## src/hw/ptp_pkg.sv

```systemverilog
/*
  Constants for the port 1 / timing pin select block: register byte
  addresses, control field positions, reset values, timing counts.
  Assumes a 100 MHz core clock and an AXI4-Lite register bus.
*/
`default_nettype none
package ptp_pkg;
  ////////////////////////////////////////////////////////////////////
  // Register byte addresses
  localparam logic [7:0] ADDR_CTL0       = 8'h00;
  localparam logic [7:0] ADDR_CTL1       = 8'h04;
  localparam logic [7:0] ADDR_CTL2       = 8'h08;
  localparam logic [7:0] ADDR_CTL3       = 8'h0C;
  localparam logic [7:0] ADDR_DUTY1      = 8'h10;
  localparam logic [7:0] ADDR_DUTY2      = 8'h14;
  localparam logic [7:0] ADDR_INT_STATUS = 8'h18;
  localparam logic [7:0] ADDR_INT_CLEAR  = 8'h1C;
  localparam logic [7:0] ADDR_INT_ENABLE = 8'h20;
  localparam logic [7:0] ADDR_PIN_LEVEL  = 8'h24;
  localparam logic [7:0] PORT1_INDEX     = 8'h0F;
  localparam logic [7:0] ADDR_PORT1      = PORT1_INDEX << 2;
  ////////////////////////////////////////////////////////////////////
  // Control field positions
  localparam int CTL0_CAP0_EN    = 0;
  localparam int CTL0_CAP1_EN    = 2;
  localparam int CTL0_T2CLR_A    = 3;
  localparam int CTL0_CAP2_EN    = 4;
  localparam int CTL0_T2CLR_B    = 5;
  localparam int CTL0_CAP3_EN    = 6;
  localparam int CTL0_T2TICK_EN  = 7;
  localparam int CTL1_EV4_EN     = 4;
  localparam int CTL1_EV5_EN     = 6;
  localparam int CTL2_PWM_SLOW   = 2;
  localparam int CTL3_T2TICK_INT = 0;
  localparam int CTL3_PULSE1_SEL = 2;
  localparam int CTL3_PULSE2_SEL = 3;
  // Interrupt status layout
  localparam int ST_CAP0   = 0;
  localparam int ST_T2CLR  = 4;
  localparam int STATUS_W  = 5;
  ////////////////////////////////////////////////////////////////////
  // Reset values and fixed codes
  localparam logic [7:0] IOC_RESET   = 8'h00;
  localparam logic [7:0] DUTY_RESET  = 8'h00;
  localparam logic [4:0] PORT1_RESET = 5'h1F;
  localparam logic [7:0] CAP0_INT_NUMBER = 8'h04;
  localparam logic [15:0] CAP0_INT_VECTOR = 16'h2008;
  localparam logic [1:0] RESP_OKAY   = 2'h0;
  localparam logic [1:0] RESP_SLVERR = 2'h2;
  ////////////////////////////////////////////////////////////////////
  // Timing
  localparam int CLK_PERIOD_NS     = 10;
  localparam int STATE_TIME_NS     = 20;
  localparam int STATE_TIME_CYCLES = (STATE_TIME_NS + CLK_PERIOD_NS - 1) / CLK_PERIOD_NS;
  localparam int CAP_HOLD_STATES   = 2;
  ////////////////////////////////////////////////////////////////////
  // Bus handshake states
  typedef enum logic [0:0] {
    PTP_IDLE = 1'b0,
    PTP_RESP = 1'b1
  } ptp_bus_e;
endpackage
`default_nettype wire

```

## src/hw/ptp_pin_select.sv

```systemverilog
/*
  Pin-function select for port 1 bits 0-4, pulse outputs, fast capture
  and fast event pins, timer 2 clear and clock inputs; AXI4-Lite slave.
  Assumes pin inputs synchronous to sys_clk; port 1 pins and pins 26, 27 are out/oe/in triples.
*/
`timescale 1ns/10ps
`default_nettype none
// What this block does
// - Port 1 bits 0-4 quasi-bidirectional via window
// - Control three bit 2 routes pin 22
// - Control three bit 3 routes pin 23
// - Pulse duty per register, frequency by control two
// - Capture pin 0 rise raises maskable interrupt
// - Control zero bit 0 enables capture pin 0
// - Timer two clear needs control zero bits 3,5
// - Control zero bit 2 enables capture pin 1
// - Pin 25 clocks timer two when selected
// - Control one bit 4 drives event pin 4
// - Control zero bit 4 enables capture pin 2
// - Control one bit 6 drives event pin 5
// - Control zero bit 6 enables capture pin 3
// - Pins 26, 27 capture their own driven level
// - Pins 28, 29 always fast event outputs
module ptp_pin_select #(
  parameter int ADDR_W      = 8,
  parameter int STATE_TICKS = ptp_pkg::STATE_TIME_CYCLES
) (
  input  wire logic              sys_clk,
  input  wire logic              rst_n,
  input  wire logic [ADDR_W-1:0] s_axi_awaddr,
  input  wire logic              s_axi_awvalid,
  output logic                   s_axi_awready,
  input  wire logic [31:0]       s_axi_wdata,
  input  wire logic [3:0]        s_axi_wstrb,
  input  wire logic              s_axi_wvalid,
  output logic                   s_axi_wready,
  output logic [1:0]             s_axi_bresp,
  output logic                   s_axi_bvalid,
  input  wire logic              s_axi_bready,
  input  wire logic [ADDR_W-1:0] s_axi_araddr,
  input  wire logic              s_axi_arvalid,
  output logic                   s_axi_arready,
  output logic [31:0]            s_axi_rdata,
  output logic [1:0]             s_axi_rresp,
  output logic                   s_axi_rvalid,
  input  wire logic              s_axi_rready,
  input  wire logic [4:0]        portOnePinIn,
  output logic [4:0]             portOnePinOut,
  output logic [4:0]             portOnePinOe,
  input  wire logic              pin24In,
  input  wire logic              pin25In,
  input  wire logic              pin26In,
  output logic                   pin26Out,
  output logic                   pin26Oe,
  input  wire logic              pin27In,
  output logic                   pin27Out,
  output logic                   pin27Oe,
  output logic                   pin28Out,
  output logic                   pin29Out,
  input  wire logic [5:0]        fastEventIn,
  output logic [3:0]             captureLoad,
  output logic                   timerTwoClear,
  output logic                   timerTwoClockTick,
  output logic                   irq,
  output logic [15:0]            irqVector
);
  ////////////////////////////////////////////////////////////////////
  // Declarations
  logic [7:0]  ctl0_reg, ctl1_reg, ctl2_reg, ctl3_reg;
  logic [7:0]  duty1_reg, duty2_reg;
  logic [4:0]  portLatch_reg;
  logic [ptp_pkg::STATUS_W-1:0] status_reg, enable_reg, statusSet, statusClr;
  logic [ADDR_W-1:0] awAddr_reg;
  logic [31:0] wData_reg;
  logic [3:0]  wStrb_reg;
  logic        awHave_reg, wHave_reg;
  ptp_pkg::ptp_bus_e wState_reg, rState_reg;
  logic        doWrite;
  logic [7:0]  wByte;
  logic [31:0] rdValue;
  logic        rdHit;
  logic [8:0]  rawIn, sync1_reg, sync2_reg, sample_reg, rise_reg;
  logic [$clog2(STATE_TICKS+1)-1:0] tick_reg;
  logic        stateTick;
  logic        pwmFirst, pwmSecond;

  if (STATE_TICKS < 1 || ADDR_W < 8) begin : gChk
    $error("ptp_pin_select: bad STATE_TICKS or ADDR_W");
  end

  function automatic logic [7:0] mergeByte(input logic [7:0] old, input logic [31:0] d,
                                           input logic [3:0] s);
    mergeByte = s[0] ? d[7:0] : old;
  endfunction

  ////////////////////////////////////////////////////////////////////
  // AXI4-Lite write channel
  assign doWrite = awHave_reg && wHave_reg && (wState_reg == ptp_pkg::PTP_IDLE);
  assign wByte   = wData_reg[7:0];

  always_ff @(posedge sys_clk) begin
    if (!rst_n) begin
      awHave_reg    <= 1'b0;
      awAddr_reg    <= '0;
      s_axi_awready <= 1'b0;
    end else if (s_axi_awvalid && s_axi_awready) begin
      awHave_reg    <= 1'b1;
      awAddr_reg    <= s_axi_awaddr;
      s_axi_awready <= 1'b0;
    end else if (doWrite) begin
      awHave_reg    <= 1'b0;
    end else begin
      s_axi_awready <= !awHave_reg && (wState_reg == ptp_pkg::PTP_IDLE);
    end
  end

  always_ff @(posedge sys_clk) begin
    if (!rst_n) begin
      wHave_reg    <= 1'b0;
      wData_reg    <= '0;
      wStrb_reg    <= '0;
      s_axi_wready <= 1'b0;
    end else if (s_axi_wvalid && s_axi_wready) begin
      wHave_reg    <= 1'b1;
      wData_reg    <= s_axi_wdata;
      wStrb_reg    <= s_axi_wstrb;
      s_axi_wready <= 1'b0;
    end else if (doWrite) begin
      wHave_reg    <= 1'b0;
    end else begin
      s_axi_wready <= !wHave_reg && (wState_reg == ptp_pkg::PTP_IDLE);
    end
  end

  always_ff @(posedge sys_clk) begin
    if (!rst_n) begin
      wState_reg   <= ptp_pkg::PTP_IDLE;
      s_axi_bvalid <= 1'b0;
      s_axi_bresp  <= ptp_pkg::RESP_OKAY;
    end else begin
      case (wState_reg)
        ptp_pkg::PTP_IDLE: begin
          if (doWrite) begin
            wState_reg   <= ptp_pkg::PTP_RESP;
            s_axi_bvalid <= 1'b1;
            case (awAddr_reg[7:0] & 8'hFC)
              ptp_pkg::ADDR_CTL0, ptp_pkg::ADDR_CTL1, ptp_pkg::ADDR_CTL2, ptp_pkg::ADDR_CTL3,
              ptp_pkg::ADDR_DUTY1, ptp_pkg::ADDR_DUTY2, ptp_pkg::ADDR_INT_CLEAR,
              ptp_pkg::ADDR_INT_ENABLE, ptp_pkg::ADDR_PORT1: s_axi_bresp <= ptp_pkg::RESP_OKAY;
              default: s_axi_bresp <= ptp_pkg::RESP_SLVERR;
            endcase
          end
        end
        ptp_pkg::PTP_RESP: begin
          if (s_axi_bready) begin
            wState_reg   <= ptp_pkg::PTP_IDLE;
            s_axi_bvalid <= 1'b0;
          end
        end
        default: wState_reg <= ptp_pkg::PTP_IDLE;
      endcase
    end
  end

  ////////////////////////////////////////////////////////////////////
  // Control registers
  always_ff @(posedge sys_clk) begin
    if (!rst_n) begin
      ctl0_reg  <= ptp_pkg::IOC_RESET;
      ctl1_reg  <= ptp_pkg::IOC_RESET;
      ctl2_reg  <= ptp_pkg::IOC_RESET;
      ctl3_reg  <= ptp_pkg::IOC_RESET;
      duty1_reg <= ptp_pkg::DUTY_RESET;
      duty2_reg <= ptp_pkg::DUTY_RESET;
      enable_reg <= '0;
      portLatch_reg <= ptp_pkg::PORT1_RESET;
    end else if (doWrite) begin
      case (awAddr_reg[7:0] & 8'hFC)
        ptp_pkg::ADDR_CTL0:  ctl0_reg  <= mergeByte(ctl0_reg, wData_reg, wStrb_reg);
        ptp_pkg::ADDR_CTL1:  ctl1_reg  <= mergeByte(ctl1_reg, wData_reg, wStrb_reg);
        ptp_pkg::ADDR_CTL2:  ctl2_reg  <= mergeByte(ctl2_reg, wData_reg, wStrb_reg);
        ptp_pkg::ADDR_CTL3:  ctl3_reg  <= mergeByte(ctl3_reg, wData_reg, wStrb_reg);
        ptp_pkg::ADDR_DUTY1: duty1_reg <= mergeByte(duty1_reg, wData_reg, wStrb_reg);
        ptp_pkg::ADDR_DUTY2: duty2_reg <= mergeByte(duty2_reg, wData_reg, wStrb_reg);
        ptp_pkg::ADDR_INT_ENABLE: begin
          if (wStrb_reg[0]) begin
            enable_reg <= wByte[ptp_pkg::STATUS_W-1:0];
          end
        end
        ptp_pkg::ADDR_PORT1: begin
          if (wStrb_reg[0]) begin
            portLatch_reg <= wByte[4:0];
          end
        end
        default: ;
      endcase
    end
  end

  ////////////////////////////////////////////////////////////////////
  // AXI4-Lite read channel
  always_comb begin
    rdValue = 32'h0000_0000;
    rdHit   = 1'b1;
    case (s_axi_araddr[7:0] & 8'hFC)
      ptp_pkg::ADDR_CTL0:       rdValue[7:0] = ctl0_reg;
      ptp_pkg::ADDR_CTL1:       rdValue[7:0] = ctl1_reg;
      ptp_pkg::ADDR_CTL2:       rdValue[7:0] = ctl2_reg;
      ptp_pkg::ADDR_CTL3:       rdValue[7:0] = ctl3_reg;
      ptp_pkg::ADDR_DUTY1:      rdValue[7:0] = duty1_reg;
      ptp_pkg::ADDR_DUTY2:      rdValue[7:0] = duty2_reg;
      ptp_pkg::ADDR_INT_STATUS: rdValue[ptp_pkg::STATUS_W-1:0] = status_reg;
      ptp_pkg::ADDR_INT_CLEAR:  rdValue = 32'h0000_0000;
      ptp_pkg::ADDR_INT_ENABLE: rdValue[ptp_pkg::STATUS_W-1:0] = enable_reg;
      ptp_pkg::ADDR_PIN_LEVEL:  rdValue[8:0] = sample_reg;
      ptp_pkg::ADDR_PORT1:      rdValue[4:0] = sample_reg[4:0];
      default:                  rdHit = 1'b0;
    endcase
  end

  always_ff @(posedge sys_clk) begin
    if (!rst_n) begin
      rState_reg    <= ptp_pkg::PTP_IDLE;
      s_axi_arready <= 1'b0;
      s_axi_rvalid  <= 1'b0;
      s_axi_rdata   <= 32'h0000_0000;
      s_axi_rresp   <= ptp_pkg::RESP_OKAY;
    end else begin
      case (rState_reg)
        ptp_pkg::PTP_IDLE: begin
          s_axi_arready <= 1'b1;
          if (s_axi_arvalid && s_axi_arready) begin
            rState_reg    <= ptp_pkg::PTP_RESP;
            s_axi_arready <= 1'b0;
            s_axi_rvalid  <= 1'b1;
            s_axi_rdata   <= rdValue;
            s_axi_rresp   <= rdHit ? ptp_pkg::RESP_OKAY : ptp_pkg::RESP_SLVERR;
          end
        end
        ptp_pkg::PTP_RESP: begin
          if (s_axi_rready) begin
            rState_reg   <= ptp_pkg::PTP_IDLE;
            s_axi_rvalid <= 1'b0;
          end
        end
        default: rState_reg <= ptp_pkg::PTP_IDLE;
      endcase
    end
  end

  ////////////////////////////////////////////////////////////////////
  // Pin sampling and edge detection
  // Shared pins 26/27 watch their own driven level when driving
  assign rawIn = {ctl1_reg[ptp_pkg::CTL1_EV5_EN] ? pin27Out : pin27In,
                  ctl1_reg[ptp_pkg::CTL1_EV4_EN] ? pin26Out : pin26In,
                  pin25In, pin24In, portOnePinIn};
  assign stateTick = (tick_reg == '0);

  always_ff @(posedge sys_clk) begin
    if (!rst_n) begin
      tick_reg <= '0;
    end else if (stateTick) begin
      tick_reg <= ($bits(tick_reg))'(STATE_TICKS - 1);
    end else begin
      tick_reg <= tick_reg - 1'b1;
    end
  end

  always_ff @(posedge sys_clk) begin
    if (!rst_n) begin
      sync1_reg  <= '0;
      sync2_reg  <= '0;
      sample_reg <= '0;
      rise_reg   <= '0;
    end else begin
      sync1_reg <= rawIn;
      sync2_reg <= sync1_reg;
      rise_reg  <= '0;
      if (stateTick) begin
        sample_reg <= sync2_reg;
        rise_reg   <= sync2_reg & ~sample_reg;
      end
    end
  end

  ////////////////////////////////////////////////////////////////////
  // Capture loads and timer 2 control
  always_ff @(posedge sys_clk) begin
    if (!rst_n) begin
      captureLoad       <= 4'h0;
      timerTwoClear     <= 1'b0;
      timerTwoClockTick <= 1'b0;
    end else begin
      captureLoad[0] <= rise_reg[5] && ctl0_reg[ptp_pkg::CTL0_CAP0_EN];
      captureLoad[1] <= rise_reg[6] && ctl0_reg[ptp_pkg::CTL0_CAP1_EN];
      captureLoad[2] <= rise_reg[7] && ctl0_reg[ptp_pkg::CTL0_CAP2_EN];
      captureLoad[3] <= rise_reg[8] && ctl0_reg[ptp_pkg::CTL0_CAP3_EN];
      timerTwoClear  <= rise_reg[5] && ctl0_reg[ptp_pkg::CTL0_T2CLR_A]
                        && ctl0_reg[ptp_pkg::CTL0_T2CLR_B];
      timerTwoClockTick <= rise_reg[6] && ctl0_reg[ptp_pkg::CTL0_T2TICK_EN]
                           && !ctl3_reg[ptp_pkg::CTL3_T2TICK_INT];
    end
  end

  ////////////////////////////////////////////////////////////////////
  // Interrupt status, enable and output
  always_comb begin
    statusSet = {rise_reg[5] && ctl0_reg[ptp_pkg::CTL0_T2CLR_A] && ctl0_reg[ptp_pkg::CTL0_T2CLR_B],
                 rise_reg[8:6], rise_reg[5]};
    statusClr = '0;
    if (doWrite && ((awAddr_reg[7:0] & 8'hFC) == ptp_pkg::ADDR_INT_CLEAR) && wStrb_reg[0]) begin
      statusClr = wByte[ptp_pkg::STATUS_W-1:0];
    end
  end

  always_ff @(posedge sys_clk) begin
    if (!rst_n) begin
      status_reg <= '0;
      irq        <= 1'b0;
      irqVector  <= 16'h0000;
    end else begin
      status_reg <= (status_reg & ~statusClr) | statusSet;
      irq        <= |(status_reg & enable_reg);
      irqVector  <= (status_reg[ptp_pkg::ST_CAP0] && enable_reg[ptp_pkg::ST_CAP0])
                    ? ptp_pkg::CAP0_INT_VECTOR : 16'h0000;
    end
  end

  ////////////////////////////////////////////////////////////////////
  // Pulse outputs and pin drivers
  ptp_pwm #(.WIDTH(8)) uPwmFirst (
    .sys_clk  (sys_clk),
    .rst_n    (rst_n),
    .duty     (duty1_reg),
    .slowMode (ctl2_reg[ptp_pkg::CTL2_PWM_SLOW]),
    .pwmOut   (pwmFirst)
  );

  ptp_pwm #(.WIDTH(8)) uPwmSecond (
    .sys_clk  (sys_clk),
    .rst_n    (rst_n),
    .duty     (duty2_reg),
    .slowMode (ctl2_reg[ptp_pkg::CTL2_PWM_SLOW]),
    .pwmOut   (pwmSecond)
  );

  // Quasi pins pull low actively, high is left to the pull-up
  always_ff @(posedge sys_clk) begin
    if (!rst_n) begin
      portOnePinOut <= 5'h00;
      portOnePinOe  <= 5'h00;
    end else begin
      portOnePinOut       <= 5'h00;
      portOnePinOe        <= ~portLatch_reg;
      if (ctl3_reg[ptp_pkg::CTL3_PULSE1_SEL]) begin
        portOnePinOut[3] <= pwmFirst;
        portOnePinOe[3]  <= 1'b1;
      end
      if (ctl3_reg[ptp_pkg::CTL3_PULSE2_SEL]) begin
        portOnePinOut[4] <= pwmSecond;
        portOnePinOe[4]  <= 1'b1;
      end
    end
  end

  always_ff @(posedge sys_clk) begin
    if (!rst_n) begin
      pin26Out <= 1'b0;
      pin26Oe  <= 1'b0;
      pin27Out <= 1'b0;
      pin27Oe  <= 1'b0;
      pin28Out <= 1'b0;
      pin29Out <= 1'b0;
    end else begin
      pin26Out <= fastEventIn[4];
      pin26Oe  <= ctl1_reg[ptp_pkg::CTL1_EV4_EN];
      pin27Out <= fastEventIn[5];
      pin27Oe  <= ctl1_reg[ptp_pkg::CTL1_EV5_EN];
      pin28Out <= fastEventIn[0];
      pin29Out <= fastEventIn[1];
    end
  end
endmodule // ptp_pin_select
`default_nettype wire

```

## src/hw/ptp_pwm.sv

```systemverilog
/*
  Pulse-width generator: free counter compared against a duty value.
  Assumes duty and slowMode come from flops of the parent.
*/
`timescale 1ns/10ps
`default_nettype none
module ptp_pwm #(
  parameter int WIDTH = 8
) (
  input  wire logic             sys_clk,
  input  wire logic             rst_n,
  input  wire logic [WIDTH-1:0] duty,
  input  wire logic             slowMode,
  output logic                  pwmOut
);
  logic [WIDTH-1:0] count_reg;
  logic             half_reg;

  if (WIDTH < 2) begin : gChk
    $error("ptp_pwm: WIDTH below 2");
  end

  // Slow mode halves the output frequency
  always_ff @(posedge sys_clk) begin
    if (!rst_n) begin
      half_reg <= 1'b0;
    end else begin
      half_reg <= ~half_reg;
    end
  end

  always_ff @(posedge sys_clk) begin
    if (!rst_n) begin
      count_reg <= '0;
    end else if (!slowMode || half_reg) begin
      count_reg <= count_reg + {{(WIDTH-1){1'b0}}, 1'b1};
    end
  end

  // Duty sets the high share of each period
  always_ff @(posedge sys_clk) begin
    if (!rst_n) begin
      pwmOut <= 1'b0;
    end else begin
      pwmOut <= (count_reg < duty);
    end
  end
endmodule // ptp_pwm
`default_nettype wire

```

## config.mk

```make
export PLATFORM = sky130hd
export DESIGN_NAME = ptp_pin_select
export DESIGN_NICKNAME = d
export VERILOG_FILES = /design/src/hw/ptp_pkg.sv /design/src/hw/ptp_pin_select.sv /design/src/hw/ptp_pwm.sv
export SDC_FILE = /design/constraint.sdc
export NUM_CORES = 1
export LEC_CHECK = 0
export BUFFER_PORTS_ARGS = -buffer_cell sky130_fd_sc_hd__buf_2
export CAP_MARGIN = 20
export CORE_UTILIZATION = 50
export DETAILED_ROUTE_END_ITERATION = 16
export GPL_TIMING_DRIVEN = 1
export PLACE_DENSITY = 0.85
export RECOVER_POWER = 50
export SLEW_MARGIN = 20
export SYNTH_ARGS = -nofsm -noshare
export SYNTH_HDL_FRONTEND = slang
export SYNTH_HIERARCHICAL = 1
export SYNTH_SLANG_ARGS = --single-unit
```

## constraint.sdc

```tcl
create_clock -name sys_clk -period 3.45 [get_ports sys_clk]
set_input_delay 0.1725 -clock sys_clk [delete_from_list [all_inputs] [get_ports sys_clk]]
set_output_delay 0.1725 -clock sys_clk [all_outputs]
set_load 0.01 [all_outputs]
```

==> metrics.txt, run 1 <==
Die ar. 15600 um2; #FFs+latches synth 172; setup violators final 0; RePlAce Congestion ~0.9; Async SR Flop Fraction 0%; Worst Clk Skew 0.0129 ns; Final ANT Viol Nets 0; post-route setup TNS 0 ns; CTS tree built; WP data required 3.69 ns; Worst Setup Start Kind flop; Final min period 2.20 ns; io pins 154; # fillers 1286; Arrival @ worst endpoint 2.45 ns; Final Max Slew Viols 90; Post-Place Cells 1029; Leakage Power 3.54 nW; crit path kind reg2reg; largest net degree at the start of global routing 90; setup bufs post-CTS 0; Via Count approximately 6000; wire per inst 16.6 um; drt first pass iters 11; core area 14600 um2; fin nets 980; Post-Place Setup Slack 1.36 ns; antenna violations before repair 0; violated checks DRC, capacitance limit, slew limit; Die Wd between 100 and 150 um; Post-DP HPWL ~12000 um; PortBufs 78; DRT iter0 DRCs 630; final non-filler cell total around 1100; multiplexer area fraction after synthesis 9.90%; Post-Synth XOR/XNOR Area 0.347%; cts hold-fix bufs 25; Final Hold Viols 0; Post-synth EDFFs 0; Die Height between 100 and 150 um; diode count 0; worst skew pair latency approximately 0.43 ns; Synth Area in Adders 2.81%; H-tree levels 4; worst setup margin 1.25 ns; simple-gate share of the synthesized area about a fifth; number of remaining DRC errors 4; fin crit share 63.8%; post-CTS sizing 0; root buf cell clkbuf_16; Max Cap Viol 1; largest family of logic cells by synthesized area simple AND/OR/NAND/NOR gates; synth warn 6; All-Layer GR Usage 23.7%; area grow syn2layout 13.4%; PwrDens 491 nW/um2; sequential element share of the synthesized area between 40% and 50%; crit end category flop; clock buffer count from CTS 17; peak supply drop between 0.4 and 0.5 mV; fmax 454 MHz; starting density of the core 51.7%; synth unique cells 63; row count between 40 and 50; Top FF cell, synth dfxtp_1; share of cells above drive strength 1 10.5%; global-route wire length before repair 29400 um; Longest Clk Path Bufs 2; CTS clk-pin slew, worst paths 0.07 ns; synthesized area ~7600 um2; final hold slack 0.0281 ns; CTS sink count 172; Worst Max-Slew Pin Slew 1.79 ns; Vias/cell 5.62; vias in the first global route 5883; Slew Limit Headroom -19.4%; GR Overflow Total 0; RSZ-0062 raised after global routing no; CP max FO 10; compound-gate portion of the synthesized area a little under an eighth; Routed WL ~18000 um; cell count after synthesis around 800; Worst Hold Class in2reg; syn_area_per_cell just over 9 um2; status finished with violations
## worst max-delay path: stages, from the launching register on
cell      delay, ns
dfxtp_1        0.44
nor4b_4        0.58
nand4b_1       0.63
mux2i_1        0.32
nor2_1         0.06
## layout make-up
class	count	area (um2)	area share (%)
clock buffer	18	439	5.12
timing repair buffer	106	613	7.14
clock inverter	14	136	1.59
inverter	30	113	1.31
tap	184	230	2.68
sequential	172	3440	40.1
multi-input combinational	562	3610	42.0
## synthesized netlist by cell type (3+ instances only)
cell | n | area (um2)
buf_4 | 46 | 345
nor3_2 | 3 | 30.0
or3_1 | 5 | 31.3
nor3_1 | 10 | 50.1
a211oi_1 | 7 | 52.6
clkbuf_1 | 25 | 93.8
dfxtp_1 | 172 | 3440
buf_6 | 3 | 33.8
a311oi_1 | 3 | 26.3
o31ai_1 | 4 | 30.0
a221oi_1 | 4 | 35.0
nor2_1 | 64 | 240
mux2i_1 | 67 | 671
nand4b_1 | 4 | 35.0
a21o_1 | 3 | 22.5
buf_1 | 3 | 11.3
and2_1 | 26 | 163
nand2_1 | 68 | 255
inv_1 | 30 | 113
mux2_2 | 7 | 78.8
o21ai_0 | 14 | 70.1
or4_1 | 4 | 30.0
nor2b_1 | 5 | 31.3
nand2b_1 | 12 | 75.1
ha_1 | 17 | 213
nand3_1 | 29 | 145
a32oi_1 | 3 | 26.3
a31oi_1 | 4 | 25.0
and4_1 | 7 | 61.3
and3_1 | 15 | 93.8
and3b_1 | 4 | 35.0
a2111oi_0 | 7 | 61.3
o21a_1 | 7 | 52.6
a21oi_1 | 55 | 275
nor3b_1 | 4 | 30.0
a22oi_1 | 10 | 75.1
nand3b_1 | 8 | 60.1
nand4_1 | 10 | 62.6
buf_2 | 15 | 75.1
## logic make-up after synthesis
family / after synthesis
adder cells (fa/ha/maj): 17
multiplexers: 74
AND/OR/NAND/NOR: 293
flip-flops: 172
AO/OA/AOI/OAI: 133
other: 1
XOR/XNOR: 3
buffers and inverters: 122
## report_power, final
group          switching, mW  internal [mW]
registers             0.0549           2.03
clock network          0.827           1.03
logic                  0.164          0.107
total                   1.05           3.17
## placed cells by master (no fill, tap or decap), types with 5 or more instances in the layout
master         instances
dlygate4sd3_1         25
a21oi_1               55
or3_1                  5
nor3_1                10
inv_1                 30
a22oi_1               10
clkbuf_1              38
ha_1                  17
dfxtp_1              172
and4_1                 7
conb_1                42
nand3b_1               8
mux2i_1               67
and3_1                15
nor2b_1                5
nand2b_1              12
nand3_1               29
nor2_1                64
a2111oi_0              7
o21a_1                 7
and2_0                 7
buf_2                 40
and2_1                19
o21ai_0               14
mux2_2                 7
a211oi_1               7
clkbuf_16             17
nand4_1               10
nand2_1               68
## routing by layer
metal	part of all wire, %	global-route usage (%)	up-vias
li1	-	-	2924
met1	42	27.9	2909
met2	48	40.5	207
met3	5.5	5.52	64
met4	4.1	12.1	0
met5	0	0	-
## final timing paths
check                                startpoint                    endpoint  slack, ns  depth (start not counted)
setup / recovery     awAddr_reg[2]$_SDFFE_PN0P_    ctl1_reg[4]$_SDFFE_PN0P_       1.25                          4
hold / removal                   s_axi_wdata[0]   wData_reg[0]$_SDFFE_PN0P_       0.03                          3
setup reg to reg     awAddr_reg[2]$_SDFFE_PN0P_    ctl1_reg[4]$_SDFFE_PN0P_       1.25                          4
hold reg to reg   portLatch_reg[1]$_SDFFE_PN1P_  portOnePinOe[1]$_SDFF_PN0_       0.41                          1
## through the flow
stage	area, um2	total power, mW	util (%)
after floorplan	7720	2.33	-
after global placement	7800	2.37	53.3
after detailed placement	7800	2.38	53.3
after CTS	8630	4.22	58.9
after global routing	8580	4.36	58.6
final	8580	4.21	58.6
Note: power is estimated with default switching activity, not from simulation.
==> run 2: changes to the inputs <==
==> constraint.sdc (replaced) <==
create_clock -name sys_clk -period 2.1 [get_ports sys_clk]
set_input_delay 0.105 -clock sys_clk [delete_from_list [all_inputs] [get_ports sys_clk]]
set_output_delay 0.105 -clock sys_clk [all_outputs]
set_load 0.01 [all_outputs]
==> metrics.txt, run 2 (synthesis gave the netlist of run 1 again) <==
Worst Setup Start Kind flop; Via Count 6262 (+2.6%); area grow syn2layout 16.4%; Slew Limit Headroom -15.7% (+3.7 points); Leakage Power 3.65 nW (+3.0%); R2R Setup Slk 0.19 ns (-1.06 ns); Post-DP HPWL 12600 um (+3.5%); power share of the combinational group 6.6% (+0.2 points); All-Layer GR Usage 24.6% (+0.85 points); Hold Startpoint rst_n; Worst Setup SP wState_reg$_SDFF_PN0_; setup violators final 0 (unchanged); drt first pass iters 12 (+1); peak supply drop 0.663 mV (+59%); Die Height 125 um (unchanged); fmax 522 MHz (+15%); share of cells above drive strength 1 11.2% (+0.64 points); CTS clk-pin slew, worst paths 0.06 ns (about the same); WP data required 2.38 ns (-1.31 ns); largest net degree at the start of global routing 58 (-36%); core area 14600 um2 (unchanged); crit path kind reg2reg; status finished with violations; Int Pwr 5.58 mW (+76%); Worst Max-Slew Pin Slew 1.74 ns (-0.0554 ns); Worst Hold Class in2reg; number of remaining DRC errors 4 (unchanged); Vias/cell 5.66 (+0.73%); CP max FO 8 (-2); CTS tree built; setup bufs post-CTS 0 (unchanged); CTS sink count 172 (unchanged); crit end category flop; hold path depth 3 (unchanged); global-route wire length before repair 30300 um (+3.1%); H-tree levels 4 (unchanged); io pins 154 (unchanged); clock buffer count from CTS 17 (unchanged); row count 44 (unchanged); wire per inst 17.0 um (+2.5%); Final min period 1.91 ns (-0.288 ns); violated checks DRC, capacitance limit, slew limit; Tot Pwr 7.22 mW (+71%); antenna violations before repair 0 (unchanged); Reg2Reg Depth 4 (unchanged); # fillers 1211 (-5.8%); Worst Clk Skew 0.0143 ns (+0.00140 ns); diode count 0 (unchanged); Reg2Reg Capture Point ctl1_reg[4]$_SDFFE_PN0P_; RSZ-0062 raised after global routing no; commonest non-fill, non-tap cell in the layout dfxtp_1; sequential power share 47.5% (-2.1 points); Final Hold Viols 0 (unchanged); Final ANT Viol Nets 0 (unchanged); post-route setup TNS 0 ns (unchanged); Die ar. 15600 um2 (unchanged); Max Cap Viol 1 (unchanged); fin crit share 91.2% (+27 points); DRT iter0 DRCs 556 (-12%); Arrival @ worst endpoint 2.19 ns (-0.26 ns); Routed WL 18800 um (+4.4%); clock power share 45.9% (+1.9 points); worst skew pair latency 0.44 ns (about the same); vias in the first global route 6061 (+3.0%); Critical R2R Launch wState_reg$_SDFF_PN0_; fin nets 1000 (+2.0%); Net Switching 1.64 mW (+57%); GR Overflow Total 0 (unchanged); switching portion of total power 22.7% (-2.1 points); most frequent cells in the layout 172 x dfxtp_1, 68 x nand2_1, 67 x mux2i_1; Die Wd 125 um (unchanged); Final Max Slew Viols 41 (-54%); Longest Clk Path Bufs 2 (unchanged); root buf cell clkbuf_16; PortBufs 78 (unchanged); Worst Hold End portLatch_reg[3]$_SDFFE_PN1P_; PwrDens 820 nW/um2 (+67%); starting density of the core 51.7% (unchanged); RePlAce Congestion 0.922 (+4.3%)
## run 2: cell count changes in the layout (fill, tap and decap cells not counted), sizes merged
cell / change
dlygate4sd3: +8
inv: -5
clkbuf: +5
clkinvlp: -1
buf: +10
bufinv: +3
## run 2: metrics by stage
| stage | setup WS [ns] | hold WS (ns) | cells | utilization, % | cell area, um2 |
|---|---|---|---|---|---|
| 2_1_floorplan | 0.595 | 0.204 | 856 | - | 7720 |
| 3_3_place_gp | 0.340 | 0.302 | 1041 | 54.0 | 7910 |
| 3_5_place_dp | 0.274 | 0.306 | 1041 | 54.0 | 7910 |
| 4_1_cts | 0.218 | 0.0318 | 1106 | 60.5 | 8860 |
| 5_1_grt | 0.0975 | 0.117 | 1106 | 60.1 | 8810 |
| 6_report | 0.186 | 0.0976 | 1106 | 60.1 | 8810 |
## run 2: layout make-up
cell class	instances	area [um2]	share of cell area, %
timing repair buffer	126	788	8.95
clock buffer	21	460	5.23
inverter	30	113	1.28
clock inverter	11	166	1.89
sequential	172	3440	39.1
tap	184	230	2.61
multi-input combinational	562	3610	40.9
## run 2: power groups by stage
stage               logic [mW]  clock network [mW]  registers (mW)
floorplan                0.372                   0            3.46
global placement         0.410                   0            3.50
detailed placement       0.421                   0            3.50
CTS                      0.471                3.35            3.43
global route             0.521                3.50            3.44
finish                   0.474                3.31            3.43
## run 2: worst max-delay path by stage
stage	end	slack, ns	depth (start not counted)
floorplan	ctl1_reg[2]$_SDFFE_PN0P_	0.59	6
detailed placement	ctl1_reg[5]$_SDFFE_PN0P_	0.27	4
global placement	ctl1_reg[1]$_SDFFE_PN0P_	0.34	4
global route	ctl1_reg[4]$_SDFFE_PN0P_	0.1	4
CTS	ctl1_reg[4]$_SDFFE_PN0P_	0.22	4
finish	ctl1_reg[4]$_SDFFE_PN0P_	0.19	4
## run 2: layer usage
layer / vias to the layer above / track usage (%) / share of wire (%)
met5: - / 0 / 0
met4: 0 / 14.0 / 4.4
met3: 69 / 6.03 / 7.0
met2: 266 / 41.9 / 49
met1: 2964 / 28.1 / 40
li1: 2963 / - / -
## run 2: repair_timing
item	in CTS	in global routing
resized for setup	0	0
hold endpoints to repair	33	0
hold buffers	33	0
setup endpoints to repair	0	0
## run 2: worst max-delay path: stages, from the launching register on
cell and delay (ns):
dfxtp_1 0.36, and4bb_2 0.41, nand4b_1 0.54, mux2i_1 0.39, nor2_1 0.07
==> run 3: changes to the inputs <==
==> constraint.sdc (replaced) <==
create_clock -name sys_clk -period 1.9 [get_ports sys_clk]
set_input_delay 0.095 -clock sys_clk [delete_from_list [all_inputs] [get_ports sys_clk]]
set_output_delay 0.095 -clock sys_clk [all_outputs]
set_load 0.01 [all_outputs]
==> metrics.txt, run 3 (synthesis gave the netlist of run 1 again) <==
Die ar. 15600 um2 (unchanged); Max Cap Viol 0 (-1); CTS tree built; setup violators final 0 (unchanged); GR Overflow Total 0 (unchanged); Vias/cell 5.64 (-0.40%); row count 44 (unchanged); final non-filler cell total 1117 (+0.99%); Final min period 1.80 ns (-0.113 ns); fmax 555 MHz (+6.3%); Final Max Slew Viols 0 (-100%); wire per inst 16.6 um (-2.1%); Worst Setup Start Kind flop; Post-Place Setup Slack 0.213 ns (-0.0606 ns); Arrival @ worst endpoint 2.08 ns (-0.11 ns); switching portion of total power 25.4% (+2.8 points); Worst Max-Slew Pin Slew 0.707 ns (-1.03 ns); Reg2Reg Capture Point duty1_reg[7]$_SDFFE_PN0P_; post-CTS sizing 0 (unchanged); RSZ-0062 raised after global routing no; CTS clk-pin slew, worst paths 0.07 ns (about the same); area grow syn2layout 17.1%; global-route wire length before repair 29800 um (-1.6%); Reg2Reg Depth 5 (+1); Final Cell Area 8860 um2 (+0.60%); fin crit share 94.8% (+3.6 points); fin util 60.5% (+0.36 points); crit path kind reg2reg; Net Switching 1.98 mW (+21%); io pins 154 (unchanged); largest net degree at the start of global routing 63 (+8.6%); final hold slack 0.142 ns (+0.0442 ns); sequential power share 48.7% (+1.2 points); Critical R2R Launch awAddr_reg[6]$_SDFFE_PN0P_; CTS sink count 172 (unchanged); vias in the first global route 5901 (-2.6%); starting density of the core 51.7% (unchanged); clock power share 44.5% (-1.4 points); placed inst area 8010 um2 (+1.3%); violated checks DRC; drt first pass iters 14 (+2); CP max FO 10 (+2); R2R Setup Slk 0.1 ns (-0.09 ns); Worst Clk Skew 0.00796 ns (-0.00633 ns); crit end category flop; Hold Startpoint s_axi_arvalid; Leakage Power 3.70 nW (+1.3%); RePlAce Congestion 0.954 (+3.4%); Post-Place Cells 1053 (+1.2%); commonest non-fill, non-tap cell in the layout dfxtp_1; number of remaining DRC errors 4 (unchanged); DRT iter0 DRCs 615 (+11%); Tot Pwr 7.79 mW (+7.8%); Via Count 6299 (+0.59%); WP data required 2.18 ns (-0.20 ns); most frequent cells in the layout 172 x dfxtp_1, 68 x nand2_1, 67 x mux2i_1; Worst Hold Class in2reg; diode count 0 (unchanged); H-tree levels 4 (unchanged); Longest Clk Path Bufs 2 (unchanged); Final ANT Viol Nets 0 (unchanged); Int Pwr 5.81 mW (+4.0%); Post-DP HPWL 12600 um (about the same); PortBufs 78 (unchanged); post-route setup TNS 0 ns (unchanged); core area 14600 um2 (unchanged); Final Hold Viols 0 (unchanged); Worst Hold End rState_reg$_SDFF_PN0_; root buf cell clkbuf_16; Routed WL 18600 um (-1.1%); status finished with violations; hold path depth 3 (unchanged); worst skew pair latency 0.44 ns (about the same); peak supply drop 0.810 mV (+22%); power share of the combinational group 6.8% (+0.2 points); worst setup margin 0.0989 ns (-0.0869 ns); PwrDens 879 nW/um2 (+7.2%); Slew Limit Headroom 52.9% (+69 points); Die Wd 125 um (unchanged); antenna violations before repair 0 (unchanged); share of cells above drive strength 1 12.4% (+1.3 points); Die Height 125 um (unchanged); clock buffer count from CTS 17 (unchanged); All-Layer GR Usage 24.1% (-0.43 points); fin nets 1011 (+1.1%)
-- run 3: critical path: stages, from the launching register on --
cell and delay, ns:
dfxtp_1 0.38, nor4_1 0.41, buf_4 0.25, nand4_1 0.33, nand2_1 0.19, a21oi_1 0.10
-- run 3: worst max path at each step --
| stage | start | endpoint | depth (start not counted) |
|---|---|---|---|
| 6_report | awAddr_reg[6]$_SDFFE_PN0P_ | duty1_reg[7]$_SDFFE_PN0P_ | 5 |
| 5_1_grt | awAddr_reg[6]$_SDFFE_PN0P_ | duty1_reg[4]$_SDFFE_PN0P_ | 5 |
| 4_1_cts | awAddr_reg[6]$_SDFFE_PN0P_ | enable_reg[1]$_SDFFE_PN0P_ | 4 |
| 3_5_place_dp | awAddr_reg[3]$_SDFFE_PN0P_ | portLatch_reg[0]$_SDFFE_PN1P_ | 4 |
| 3_3_place_gp | s_axi_araddr[4] | s_axi_rdata[4]$_SDFFE_PN0P_ | 7 |
| 2_1_floorplan | awAddr_reg[3]$_SDFFE_PN0P_ | ctl1_reg[2]$_SDFFE_PN0P_ | 6 |
-- run 3: cell type report --
| cell class | count | area, um2 |
|---|---|---|
| clock buffers | 18 | 439 |
| clock inverters | 14 | 149 |
| fillers | 1202 | 5780 |
| inverters | 30 | 113 |
| multi-input cells | 562 | 3610 |
| flip-flops and latches | 172 | 3440 |
| well taps | 184 | 230 |
| repair buffers | 137 | 880 |
-- run 3: timing repair --
item,4_1_cts,5_1_grt
hold endpoints to repair,34,0
buffers inserted,0,0
hold buffers,32,0
-- run 3: power groups by stage --
stage          clock network [mW]  logic (mW)  registers [mW]
6_report                     3.46       0.533            3.79
5_1_grt                      3.65       0.585            3.80
4_1_cts                      3.49       0.532            3.78
3_5_place_dp                    0       0.479            3.87
3_3_place_gp                    0       0.469            3.86
2_1_floorplan                   0       0.411            3.82
-- run 3: metal layers --
layer / up-vias / global-route usage [%] / share of wire (%)
met5: - / 0 / 0
met4: 0 / 14.6 / 4.4
met3: 67 / 5.35 / 6.8
met2: 264 / 39.7 / 48
met1: 2979 / 28.9 / 40
li1: 2989 / - / -
